$ cat config.mk
export PLATFORM = sky130hd
export DESIGN_NAME = dmc_top
export DESIGN_NICKNAME = d
export VERILOG_FILES = /design/src/hw/dmc_pkg.sv /design/src/hw/dmc_top.sv
export VERILOG_INCLUDE_DIRS = /design/src /design/src/hw
export SDC_FILE = /design/constraint.sdc
export NUM_CORES = 2
export LEC_CHECK = 0
export ABC_AREA = 1
export BUFFER_PORTS_ARGS = -buffer_cell sky130_fd_sc_hd__buf_2
export CAP_MARGIN = 10
export CORE_MARGIN = 1.5
export CORE_UTILIZATION = 45
export CTS_CLUSTER_DIAMETER = 150
export DETAILED_ROUTE_END_ITERATION = 8
export PLACE_DENSITY = 0.61
export SLEW_MARGIN = 20
export SYNTH_ARGS = -nofsm -noshare
export SYNTH_HDL_FRONTEND = slang
export SYNTH_SLANG_ARGS = --single-unit
$ cat constraint.sdc
create_clock -name mclk -period 4.4 [get_ports mclk]
set_input_delay 0.66 -clock mclk [delete_from_list [all_inputs] [get_ports mclk]]
set_output_delay 0.66 -clock mclk [all_outputs]
set_load 0.03 [all_outputs]
$ cat src/hw/dmc_defines.svh
// Register offsets, field positions, reset values and counts of the DMA controller
`ifndef DMC_DEFINES_SVH
`define DMC_DEFINES_SVH

// ------------------------------------------------------------
// Register map: channel n at byte 0x20*n, register offset below
// ------------------------------------------------------------
`define DMC_OFF_SRC    5'h00
`define DMC_OFF_SRCC   5'h04
`define DMC_OFF_DST    5'h08
`define DMC_OFF_DSTC   5'h0C
`define DMC_OFF_CTRL   5'h10
`define DMC_OFF_STAT   5'h14
`define DMC_OFF_TRIG   5'h18

// ------------------------------------------------------------
// Field positions
// ------------------------------------------------------------
`define DMC_CTRL_TC_MSB  19
`define DMC_CTRL_SEL_LSB 20
`define DMC_CTRL_HW      23
`define DMC_CTRL_DSZ_LSB 24
`define DMC_CTRL_BURST   26
`define DMC_CTRL_WHOLE   27
`define DMC_CTRL_HSHK    28
`define DMC_CTRL_INTEN   29
`define DMC_CFG_FIXED    0
`define DMC_CFG_LOC      1
`define DMC_TRIG_SW      0
`define DMC_TRIG_ON      1

// ------------------------------------------------------------
// Reset values and counts
// ------------------------------------------------------------
`define DMC_RST_WORD     32'h0000_0000
`define DMC_BURST_LAST   2'h3
`define DMC_NUM_SRC      5

`endif

$ cat src/hw/dmc_pkg.sv
// Types of the DMA controller
package dmc_pkg;
   typedef logic [31:0] dmc_word_t;

   typedef enum logic [1:0] {
      CH_IDLE = 2'b00,
      CH_LOAD = 2'b01,
      CH_XFER = 2'b10,
      CH_HOLD = 2'b11
   } dmc_ch_e;

   typedef enum logic [1:0] {
      SB_IDLE = 2'b00,
      SB_RD   = 2'b01,
      SB_WR   = 2'b10
   } dmc_sub_e;

   typedef struct packed {
      dmc_ch_e     state;
      logic [19:0] cur_tc;
      dmc_word_t   cur_src;
      dmc_word_t   cur_dst;
      dmc_word_t   isrc;
      dmc_word_t   idst;
      logic [1:0]  src_cfg;
      logic [1:0]  dst_cfg;
      dmc_word_t   ctrl;
      logic        on;
      logic        swreq;
   } dmc_ch_s;

   typedef struct packed {
      dmc_ch_s [3:0]   ch;
      logic [1:0]      sync1;
      logic [1:0]      sync2;
      logic [1:0]      ack_n;
      logic [3:0]      irq;
      dmc_sub_e        sb;
      logic [1:0]      own;
      logic [1:0]      beat;
      dmc_word_t [3:0] dbuf;
      dmc_word_t       m_address;
      dmc_word_t       m_wdata;
      logic            m_read;
      logic            m_write;
      logic            m_sel;
      logic [1:0]      m_size;
      logic            m_req;
      logic            avs_wait;
      dmc_word_t       avs_rdata;
   } dmc_state_s;
endpackage

$ cat src/hw/dmc_top.sv
// Four-channel DMA controller with register slave and data mover master
`timescale 1ns/100ps
`include "dmc_defines.svh"

module dmc_top #(
   parameter int NCH  = 4,
   parameter int NSRC = 5
) (
   // Clock and reset
   input  wire logic               mclk,
   input  wire logic               rst_n,
   // Register slave
   input  wire logic [6:0]         avs_address,
   input  wire logic               avs_read,
   input  wire logic               avs_write,
   input  wire dmc_pkg::dmc_word_t avs_writedata,
   output dmc_pkg::dmc_word_t      avs_readdata,
   output logic                    avs_waitrequest,
   // Data mover master
   output dmc_pkg::dmc_word_t      m_address,
   output logic                    m_read,
   output logic                    m_write,
   output dmc_pkg::dmc_word_t      m_writedata,
   input  wire dmc_pkg::dmc_word_t m_readdata,
   input  wire logic               m_waitrequest,
   output logic [1:0]              m_size,
   output logic                    m_bus_sel,
   output logic                    m_bus_req,
   input  wire logic               m_bus_grant,
   // Request sources and answers
   input  wire logic [19:0]        periph_req,
   input  wire logic               ext_request_zero_n,
   input  wire logic               ext_request_one_n,
   output logic [1:0]              ext_acknowledge_pin_n,
   output logic [3:0]              irq_req
);
   import dmc_pkg::*;

   // ------------------------------------------------------------
   // Elaboration check
   // ------------------------------------------------------------
   if (NCH != 4 || NSRC != `DMC_NUM_SRC) begin : g_chk
      $error("dmc_top serves four channels of five sources only");
   end

   // ------------------------------------------------------------
   // State
   // ------------------------------------------------------------
   dmc_state_s s_r;
   dmc_state_s s_nxt;
   logic       chunk_done;
   logic [1:0] last;
   logic [1:0] dsz;
   logic [1:0] nb;
   logic [2:0] sel;
   logic       ext;
   logic       hreq;
   logic       req;
   logic       found;
   logic [4:0] ro;
   logic [1:0] ci;
   dmc_word_t  step;

   // Next-state logic of bus slave, channels and data mover
   always_comb begin
      s_nxt = s_r;
      chunk_done = 1'b0;
      found = 1'b0;
      ext = 1'b0;
      hreq = 1'b0;
      req = 1'b0;
      sel = 3'h0;
      ro = avs_address[4:0];
      ci = avs_address[6:5];
      dsz = s_r.ch[s_r.own].ctrl[`DMC_CTRL_DSZ_LSB+:2];
      last = s_r.ch[s_r.own].ctrl[`DMC_CTRL_BURST] ? `DMC_BURST_LAST : 2'h0;
      nb = s_r.beat + 2'h1;
      step = {30'h0, last + 2'h0} + 32'h1;
      step = step << dsz;
      s_nxt.sync1 = {ext_request_one_n, ext_request_zero_n};
      s_nxt.sync2 = s_r.sync1;
      s_nxt.irq = 4'h0;
      s_nxt.avs_wait = 1'b1;

      // Main FSM of each channel
      for (int c = 0; c < 4; c++) begin
         sel = s_r.ch[c].ctrl[`DMC_CTRL_SEL_LSB+:3];
         ext = (c < 2) && (sel == 3'h0);
         if (ext) begin
            hreq = !s_r.sync2[c];
         end else if (sel < 3'h5) begin
            hreq = periph_req[c*5+int'(sel)];
         end else begin
            hreq = 1'b0;
         end
         req = s_r.ch[c].ctrl[`DMC_CTRL_HW] ? (hreq && s_r.ch[c].on) : s_r.ch[c].swreq;
         case (s_r.ch[c].state)
            CH_IDLE: begin
               if (req) begin
                  s_nxt.ch[c].state = CH_LOAD;
                  s_nxt.ch[c].swreq = 1'b0;
               end
            end
            CH_LOAD: begin
               if (s_r.ch[c].cur_tc == 20'h0) begin
                  s_nxt.ch[c].cur_tc = s_r.ch[c].ctrl[`DMC_CTRL_TC_MSB:0];
                  s_nxt.ch[c].cur_src = s_r.ch[c].isrc;
                  s_nxt.ch[c].cur_dst = s_r.ch[c].idst;
               end
               s_nxt.ch[c].state = CH_XFER;
            end
            CH_XFER: begin
               s_nxt.ch[c].state = CH_XFER;
            end
            CH_HOLD: begin
               // Handshake keeps acknowledge until the request is released
               if (!(ext && s_r.ch[c].ctrl[`DMC_CTRL_HSHK]) || s_r.sync2[c]) begin
                  s_nxt.ch[c].state = CH_IDLE;
               end
            end
            default: s_nxt.ch[c].state = CH_IDLE;
         endcase
      end

      // Sub-FSM: one chunk of reads then writes under bus ownership
      case (s_r.sb)
         SB_IDLE: begin
            if (s_r.m_req && m_bus_grant) begin
               s_nxt.sb = SB_RD;
               s_nxt.beat = 2'h0;
               s_nxt.m_read = 1'b1;
               s_nxt.m_address = s_r.ch[s_r.own].cur_src;
               s_nxt.m_sel = s_r.ch[s_r.own].src_cfg[`DMC_CFG_LOC];
               s_nxt.m_size = dsz;
            end else if (!s_r.m_req) begin
               for (int c = 3; c >= 0; c--) begin
                  if (s_r.ch[c].state == CH_XFER) begin
                     s_nxt.own = 2'(c);
                     found = 1'b1;
                  end
               end
               s_nxt.m_req = found;
            end
         end
         SB_RD: begin
            if (!m_waitrequest) begin
               s_nxt.dbuf[s_r.beat] = m_readdata;
               if (s_r.beat == last) begin
                  s_nxt.sb = SB_WR;
                  s_nxt.beat = 2'h0;
                  s_nxt.m_read = 1'b0;
                  s_nxt.m_write = 1'b1;
                  s_nxt.m_address = s_r.ch[s_r.own].cur_dst;
                  s_nxt.m_sel = s_r.ch[s_r.own].dst_cfg[`DMC_CFG_LOC];
                  s_nxt.m_wdata = (last == 2'h0) ? m_readdata : s_r.dbuf[0];
               end else begin
                  s_nxt.beat = nb;
                  s_nxt.m_address = s_r.ch[s_r.own].cur_src + ({30'h0, nb} << dsz);
               end
            end
         end
         SB_WR: begin
            if (!m_waitrequest) begin
               if (s_r.beat == last) begin
                  s_nxt.sb = SB_IDLE;
                  s_nxt.m_write = 1'b0;
                  s_nxt.m_req = 1'b0;
                  chunk_done = 1'b1;
               end else begin
                  s_nxt.beat = nb;
                  s_nxt.m_address = s_r.ch[s_r.own].cur_dst + ({30'h0, nb} << dsz);
                  s_nxt.m_wdata = s_r.dbuf[nb];
               end
            end
         end
         default: s_nxt.sb = SB_IDLE;
      endcase

      // End of chunk: count, addresses, service mode decision
      if (chunk_done) begin
         sel = s_r.ch[s_r.own].ctrl[`DMC_CTRL_SEL_LSB+:3];
         ext = (s_r.own < 2'h2) && (sel == 3'h0);
         if (!s_r.ch[s_r.own].src_cfg[`DMC_CFG_FIXED]) begin
            s_nxt.ch[s_r.own].cur_src = s_r.ch[s_r.own].cur_src + step;
         end
         if (!s_r.ch[s_r.own].dst_cfg[`DMC_CFG_FIXED]) begin
            s_nxt.ch[s_r.own].cur_dst = s_r.ch[s_r.own].cur_dst + step;
         end
         if (s_r.ch[s_r.own].cur_tc <= 20'h1) begin
            s_nxt.ch[s_r.own].cur_tc = 20'h0;
            s_nxt.ch[s_r.own].on = 1'b0;
            s_nxt.ch[s_r.own].state = CH_HOLD;
            s_nxt.irq[s_r.own] = s_r.ch[s_r.own].ctrl[`DMC_CTRL_INTEN];
         end else begin
            s_nxt.ch[s_r.own].cur_tc = s_r.ch[s_r.own].cur_tc - 20'h1;
            if (s_r.ch[s_r.own].ctrl[`DMC_CTRL_WHOLE]) begin
               s_nxt.ch[s_r.own].state = CH_XFER;
            end else if (ext && s_r.ch[s_r.own].ctrl[`DMC_CTRL_HSHK]) begin
               s_nxt.ch[s_r.own].state = CH_HOLD;
            end else begin
               s_nxt.ch[s_r.own].state = CH_IDLE;
            end
         end
      end

      // Register slave: answer one cycle after the request is seen
      if ((avs_read || avs_write) && s_r.avs_wait) begin
         s_nxt.avs_wait = 1'b0;
         if (ro == `DMC_OFF_SRC) begin
            s_nxt.avs_rdata = s_r.ch[ci].isrc;
         end else if (ro == `DMC_OFF_SRCC) begin
            s_nxt.avs_rdata = {30'h0, s_r.ch[ci].src_cfg};
         end else if (ro == `DMC_OFF_DST) begin
            s_nxt.avs_rdata = s_r.ch[ci].idst;
         end else if (ro == `DMC_OFF_DSTC) begin
            s_nxt.avs_rdata = {30'h0, s_r.ch[ci].dst_cfg};
         end else if (ro == `DMC_OFF_CTRL) begin
            s_nxt.avs_rdata = s_r.ch[ci].ctrl;
         end else if (ro == `DMC_OFF_STAT) begin
            s_nxt.avs_rdata = {10'h000, s_r.ch[ci].state, s_r.ch[ci].cur_tc};
         end else if (ro == `DMC_OFF_TRIG) begin
            s_nxt.avs_rdata = {30'h0, s_r.ch[ci].on, s_r.ch[ci].swreq};
         end else begin
            s_nxt.avs_rdata = `DMC_RST_WORD;
         end
      end

      // Writes take effect on the accepting edge; software set wins
      if (avs_write && !s_r.avs_wait) begin
         if (ro == `DMC_OFF_SRC) begin
            s_nxt.ch[ci].isrc = avs_writedata;
         end else if (ro == `DMC_OFF_SRCC) begin
            s_nxt.ch[ci].src_cfg = avs_writedata[1:0];
         end else if (ro == `DMC_OFF_DST) begin
            s_nxt.ch[ci].idst = avs_writedata;
         end else if (ro == `DMC_OFF_DSTC) begin
            s_nxt.ch[ci].dst_cfg = avs_writedata[1:0];
         end else if (ro == `DMC_OFF_CTRL) begin
            s_nxt.ch[ci].ctrl = avs_writedata;
         end else if (ro == `DMC_OFF_TRIG) begin
            s_nxt.ch[ci].on = avs_writedata[`DMC_TRIG_ON];
            s_nxt.ch[ci].swreq = s_nxt.ch[ci].swreq | avs_writedata[`DMC_TRIG_SW];
         end
      end

      // External acknowledge follows the next state of channels 0 and 1
      for (int c = 0; c < 2; c++) begin
         sel = s_nxt.ch[c].ctrl[`DMC_CTRL_SEL_LSB+:3];
         s_nxt.ack_n[c] = !((sel == 3'h0) && (s_nxt.ch[c].state != CH_IDLE));
      end
   end

   // State register
   always_ff @(posedge mclk or negedge rst_n) begin
      if (!rst_n) begin
         s_r <= '0;
         s_r.sync1 <= 2'h3;
         s_r.sync2 <= 2'h3;
         s_r.ack_n <= 2'h3;
         s_r.avs_wait <= 1'b1;
      end else begin
         s_r <= s_nxt;
      end
   end

   // Outputs straight from the state register
   assign avs_readdata = s_r.avs_rdata;
   assign avs_waitrequest = s_r.avs_wait;
   assign m_address = s_r.m_address;
   assign m_read = s_r.m_read;
   assign m_write = s_r.m_write;
   assign m_writedata = s_r.m_wdata;
   assign m_size = s_r.m_size;
   assign m_bus_sel = s_r.m_sel;
   assign m_bus_req = s_r.m_req;
   assign ext_acknowledge_pin_n = s_r.ack_n;
   assign irq_req = s_r.irq;
endmodule

==> summary.txt <==
Flow run
  • Max-cap viol count: 0

Worst setup path
  • WP data arrival: 4820 ps
  • Worst R2R End: s_r[567]
  • CP Launch Type: register
  • Worst reg-to-reg path cell count: 16
  • RR Startpoint: s_r[233]
  • Slowest cell on the critical path: xnor2_1
  • Worst stage delay on the critical path: 630 ps
  • CP delay by family, top: compound AO/OA/AOI/OAI gates
  • CP endpoint kind: register
  • Worst Path Required: 5020 ps
  • FF-to-FF setup slack: 190 ps
  • Buf/Inv on CP: 4
  • Critical Path Fanout Max: 11
  • Critical path class: register to register
  • CP cell instances: nand2_2 -> inv_2 -> a21oi_1 -> o21a_1 -> inv_1 -> nor2_1 -> ha_1 -> a21oi_1 -> o21a_1 -> o21ai_0 -> buf_4 -> nand3_1 -> nor3_1 -> buf_4 -> xnor2_1 -> o21ai_1

Die
  • Die height: 354 um
  • Die W: 354 um
  • IO Pins: 208
  • Starting Density: 45.4%
  • Core Box Area: 122,000 um^2
  • # rows: 128
  • Die area: 125,000 um^2

Logic synthesis
  • Share of the synthesized area in the top cell type: 44.8%
  • Post-synthesis cell count: 7,392
  • Area leader, netlist: dfrtp_1
  • Post-Syn Nets: 7,550
  • FF+latch count, synth: 999
  • Post-synth top cells: nand2_1, dfrtp_1, o21ai_0, inv_1, o22ai_1
  • Synth top area cells: dfrtp_1, nand2_1, o21ai_0, o22ai_1, inv_1
  • Ys async rst share: 100%
  • Seq/Total Area, Yosys: 45.2%
  • Most numerous cell in the Yosys netlist: nand2_1
  • Ys Warns: 0
  • Yosys cell types: 66
  • Post-synth EDFFs: 0
  • Post-synthesis instance area: 55,400 um^2
  • Post-Syn Area per Cell: 7.49 um^2
  • Primary FF master, synth: dfrtp_1

Power
  • Total power: 37.4 mW
  • Combinational share of power: 40.3%
  • Net switching power: 16.3 mW
  • Peak VDD IR: 505 uV
  • Cell area power density: 600 nW/um^2
  • Internal power: 21.1 mW
  • Sw frac: 43.5%
  • Share of power burned in registers: 32.3%
  • Leakage: 29.6 nW
  • Clock network power share: 27.3%

CTS
  • Max clock buf depth: 3
  • Root buffer cell: clkbuf_16
  • CTS tree: yes
  • H-tree depth: 3
  • CTS Buf Count: 111
  • Post-CTS Setup Inserts: 0
  • Clock-pin slew of the registers on the worst-case setup and hold paths: 60 ps
  • Later-pin clock latency in the skew report: 790 ps
  • CTS sink count: 999

GRT
  • Total congestion overflow: 0
  • Initial antenna violation count: 8
  • First-pass GRT wire length: 364,000 um
  • Tot GR Track Use: 39.3%
  • Vias in the first global route: 53,300
  • Largest net degree at the start of global routing: 105

Timing
  • Final setup fails: 0
  • Slew @ Worst Pin: 1210 ps
  • Worst clock skew: 84.9 ps
  • Slew headroom: 19.0%
  • RSZ-0062 raised after global routing: false
  • Final Max Slew Viols: 0
  • Min cycle time layout: 4210 ps
  • Period utilisation layout: 95.6%
  • Final Worst Setup Slack: 194 ps
  • Hold Fails Final Rpt: 23
  • Fin Hold WS: -58.4 ps
  • Total Neg Setup Slack: 0 ps
  • Maximum clock rate: 238 MHz

Routing
  • Routed length on met2: 105,000 um
  • Residual DRC: 0
  • Wire length on met3: 29,500 um
  • DRT iter0 DRCs: 7,988
  • Met1 wire length: 98,900 um
  • Remaining antenna violation count after routing: 0
  • Top Layer Used: met5
  • Vias/cell: 6.17
  • Via count: 56,400
  • First-pass iteration count of the detailed router: 8
  • Routed len/inst: 27.5 um
  • Routed WL: 251,000 um

Min path
  • Worst min-delay path class: primary input to asynchronous set/reset pin

Place
  • Placed wire-length estimate: 175,000 um
  • Gpl congestion: 1.01
  • I/O Buffers: 207
  • Placed cell area: 58,200 um^2
  • Worst slack, placed: 92.4 ps

Run status
  • Violated checks: hold timing
  • Status: finished, violations left

Final layout
  • Finished Cell Area: 62,300 um^2
  • Share of layout cells above drive strength 1: 10.9%
  • NumNets Final: 7,575
  • Area delta synth->final: 12.5%
  • Fill cells: 11,900
[area by class of cell]
type / instances / area, um^2 / share of cell area (%)
diodes: 3 / 7.51 / 0.0121
clock buffers: 165 / 3340 / 5.37
clock inverters: 44 / 637 / 1.02
inverters: 708 / 2670 / 4.29
multi-input cells: 5120 / 25200 / 40.4
flip-flops and latches: 999 / 25000 / 40.2
well taps: 1625 / 2030 / 3.26
repair buffers: 477 / 3390 / 5.44
[state kept, by name, indices dropped and copies added, names as in the netlist]
register / cells
m_size: 2
m_writedata: 32
ext_acknowledge_pin_n: 2
m_read: 1
s_r: 888
m_write: 1
avs_waitrequest: 1
m_bus_sel: 1
m_bus_req: 1
irq_req: 4
avs_readdata: 32
m_address: 32
s_nxt: 2
[routing by layer]
metal	vias up	track usage (%)
met4	10	24.0
met3	753	9.41
met2	3806	56.6
met5	-	0.415
li1	24700	-
met1	27100	53.3
[cell families after synthesis]
logic type	count (synthesis)	share of synthesized area (%)
mux	5	0.0994
buf+inv	1273	9.77
compound gates	1939	20.2
simple gates	3050	22.3
fa+ha+maj	59	1.39
flops	999	45.2
xor+xnor	67	1.06
[worst max path at each step]
stage,from,end,slack (ps),cells after the start
floorplan,s_r[233],m_address[20],750,26
global placement,s_r[233],s_r[589],120,21
detailed placement,s_r[233],s_r[589],90,21
CTS,s_r[233],s_r[589],80,21
global route,s_r[233],m_address[21],6,21
finish,s_r[233],s_r[567],190,16
[cells in the final DEF (no fill, tap or decap), types with 64 or more instances in the layout]
master,count
a21oi_1,144
inv_1,657
o21ai_0,923
dfrtp_1,989
o31ai_1,64
nand2_1,2178
buf_4,243
a31oi_1,71
buf_2,206
o21ai_1,108
clkbuf_16,114
o22ai_1,412
nand4_1,79
nand3_1,269
nor2_1,389
o32ai_1,76
[per-stage QoR]
step | cells | utilization [%]
2_1_floorplan | 7392 | -
3_3_place_gp | 8927 | 47.8
3_5_place_dp | 8927 | 47.8
4_1_cts | 9138 | 51.1
5_1_grt | 9141 | 51.1
6_report | 9141 | 51.1
[what timing repair did]
action                     in CTS  in global routing
resized for setup               0                 10
hold endpoints to repair        2                  0
hold buffers                    2                  0
setup endpoints to repair       0                 21
[power by group through the flow]
stage	clock network, mW	registers, mW	logic, mW
final	10.2	12.1	15.1
after global routing	10.6	12.3	16.2
after CTS	10.2	12.0	14.7
after detailed placement	0	12.2	14.6
after global placement	0	12.2	14.5
after floorplan	0	11.8	9.64
Power figures use the tool's default switching activity.
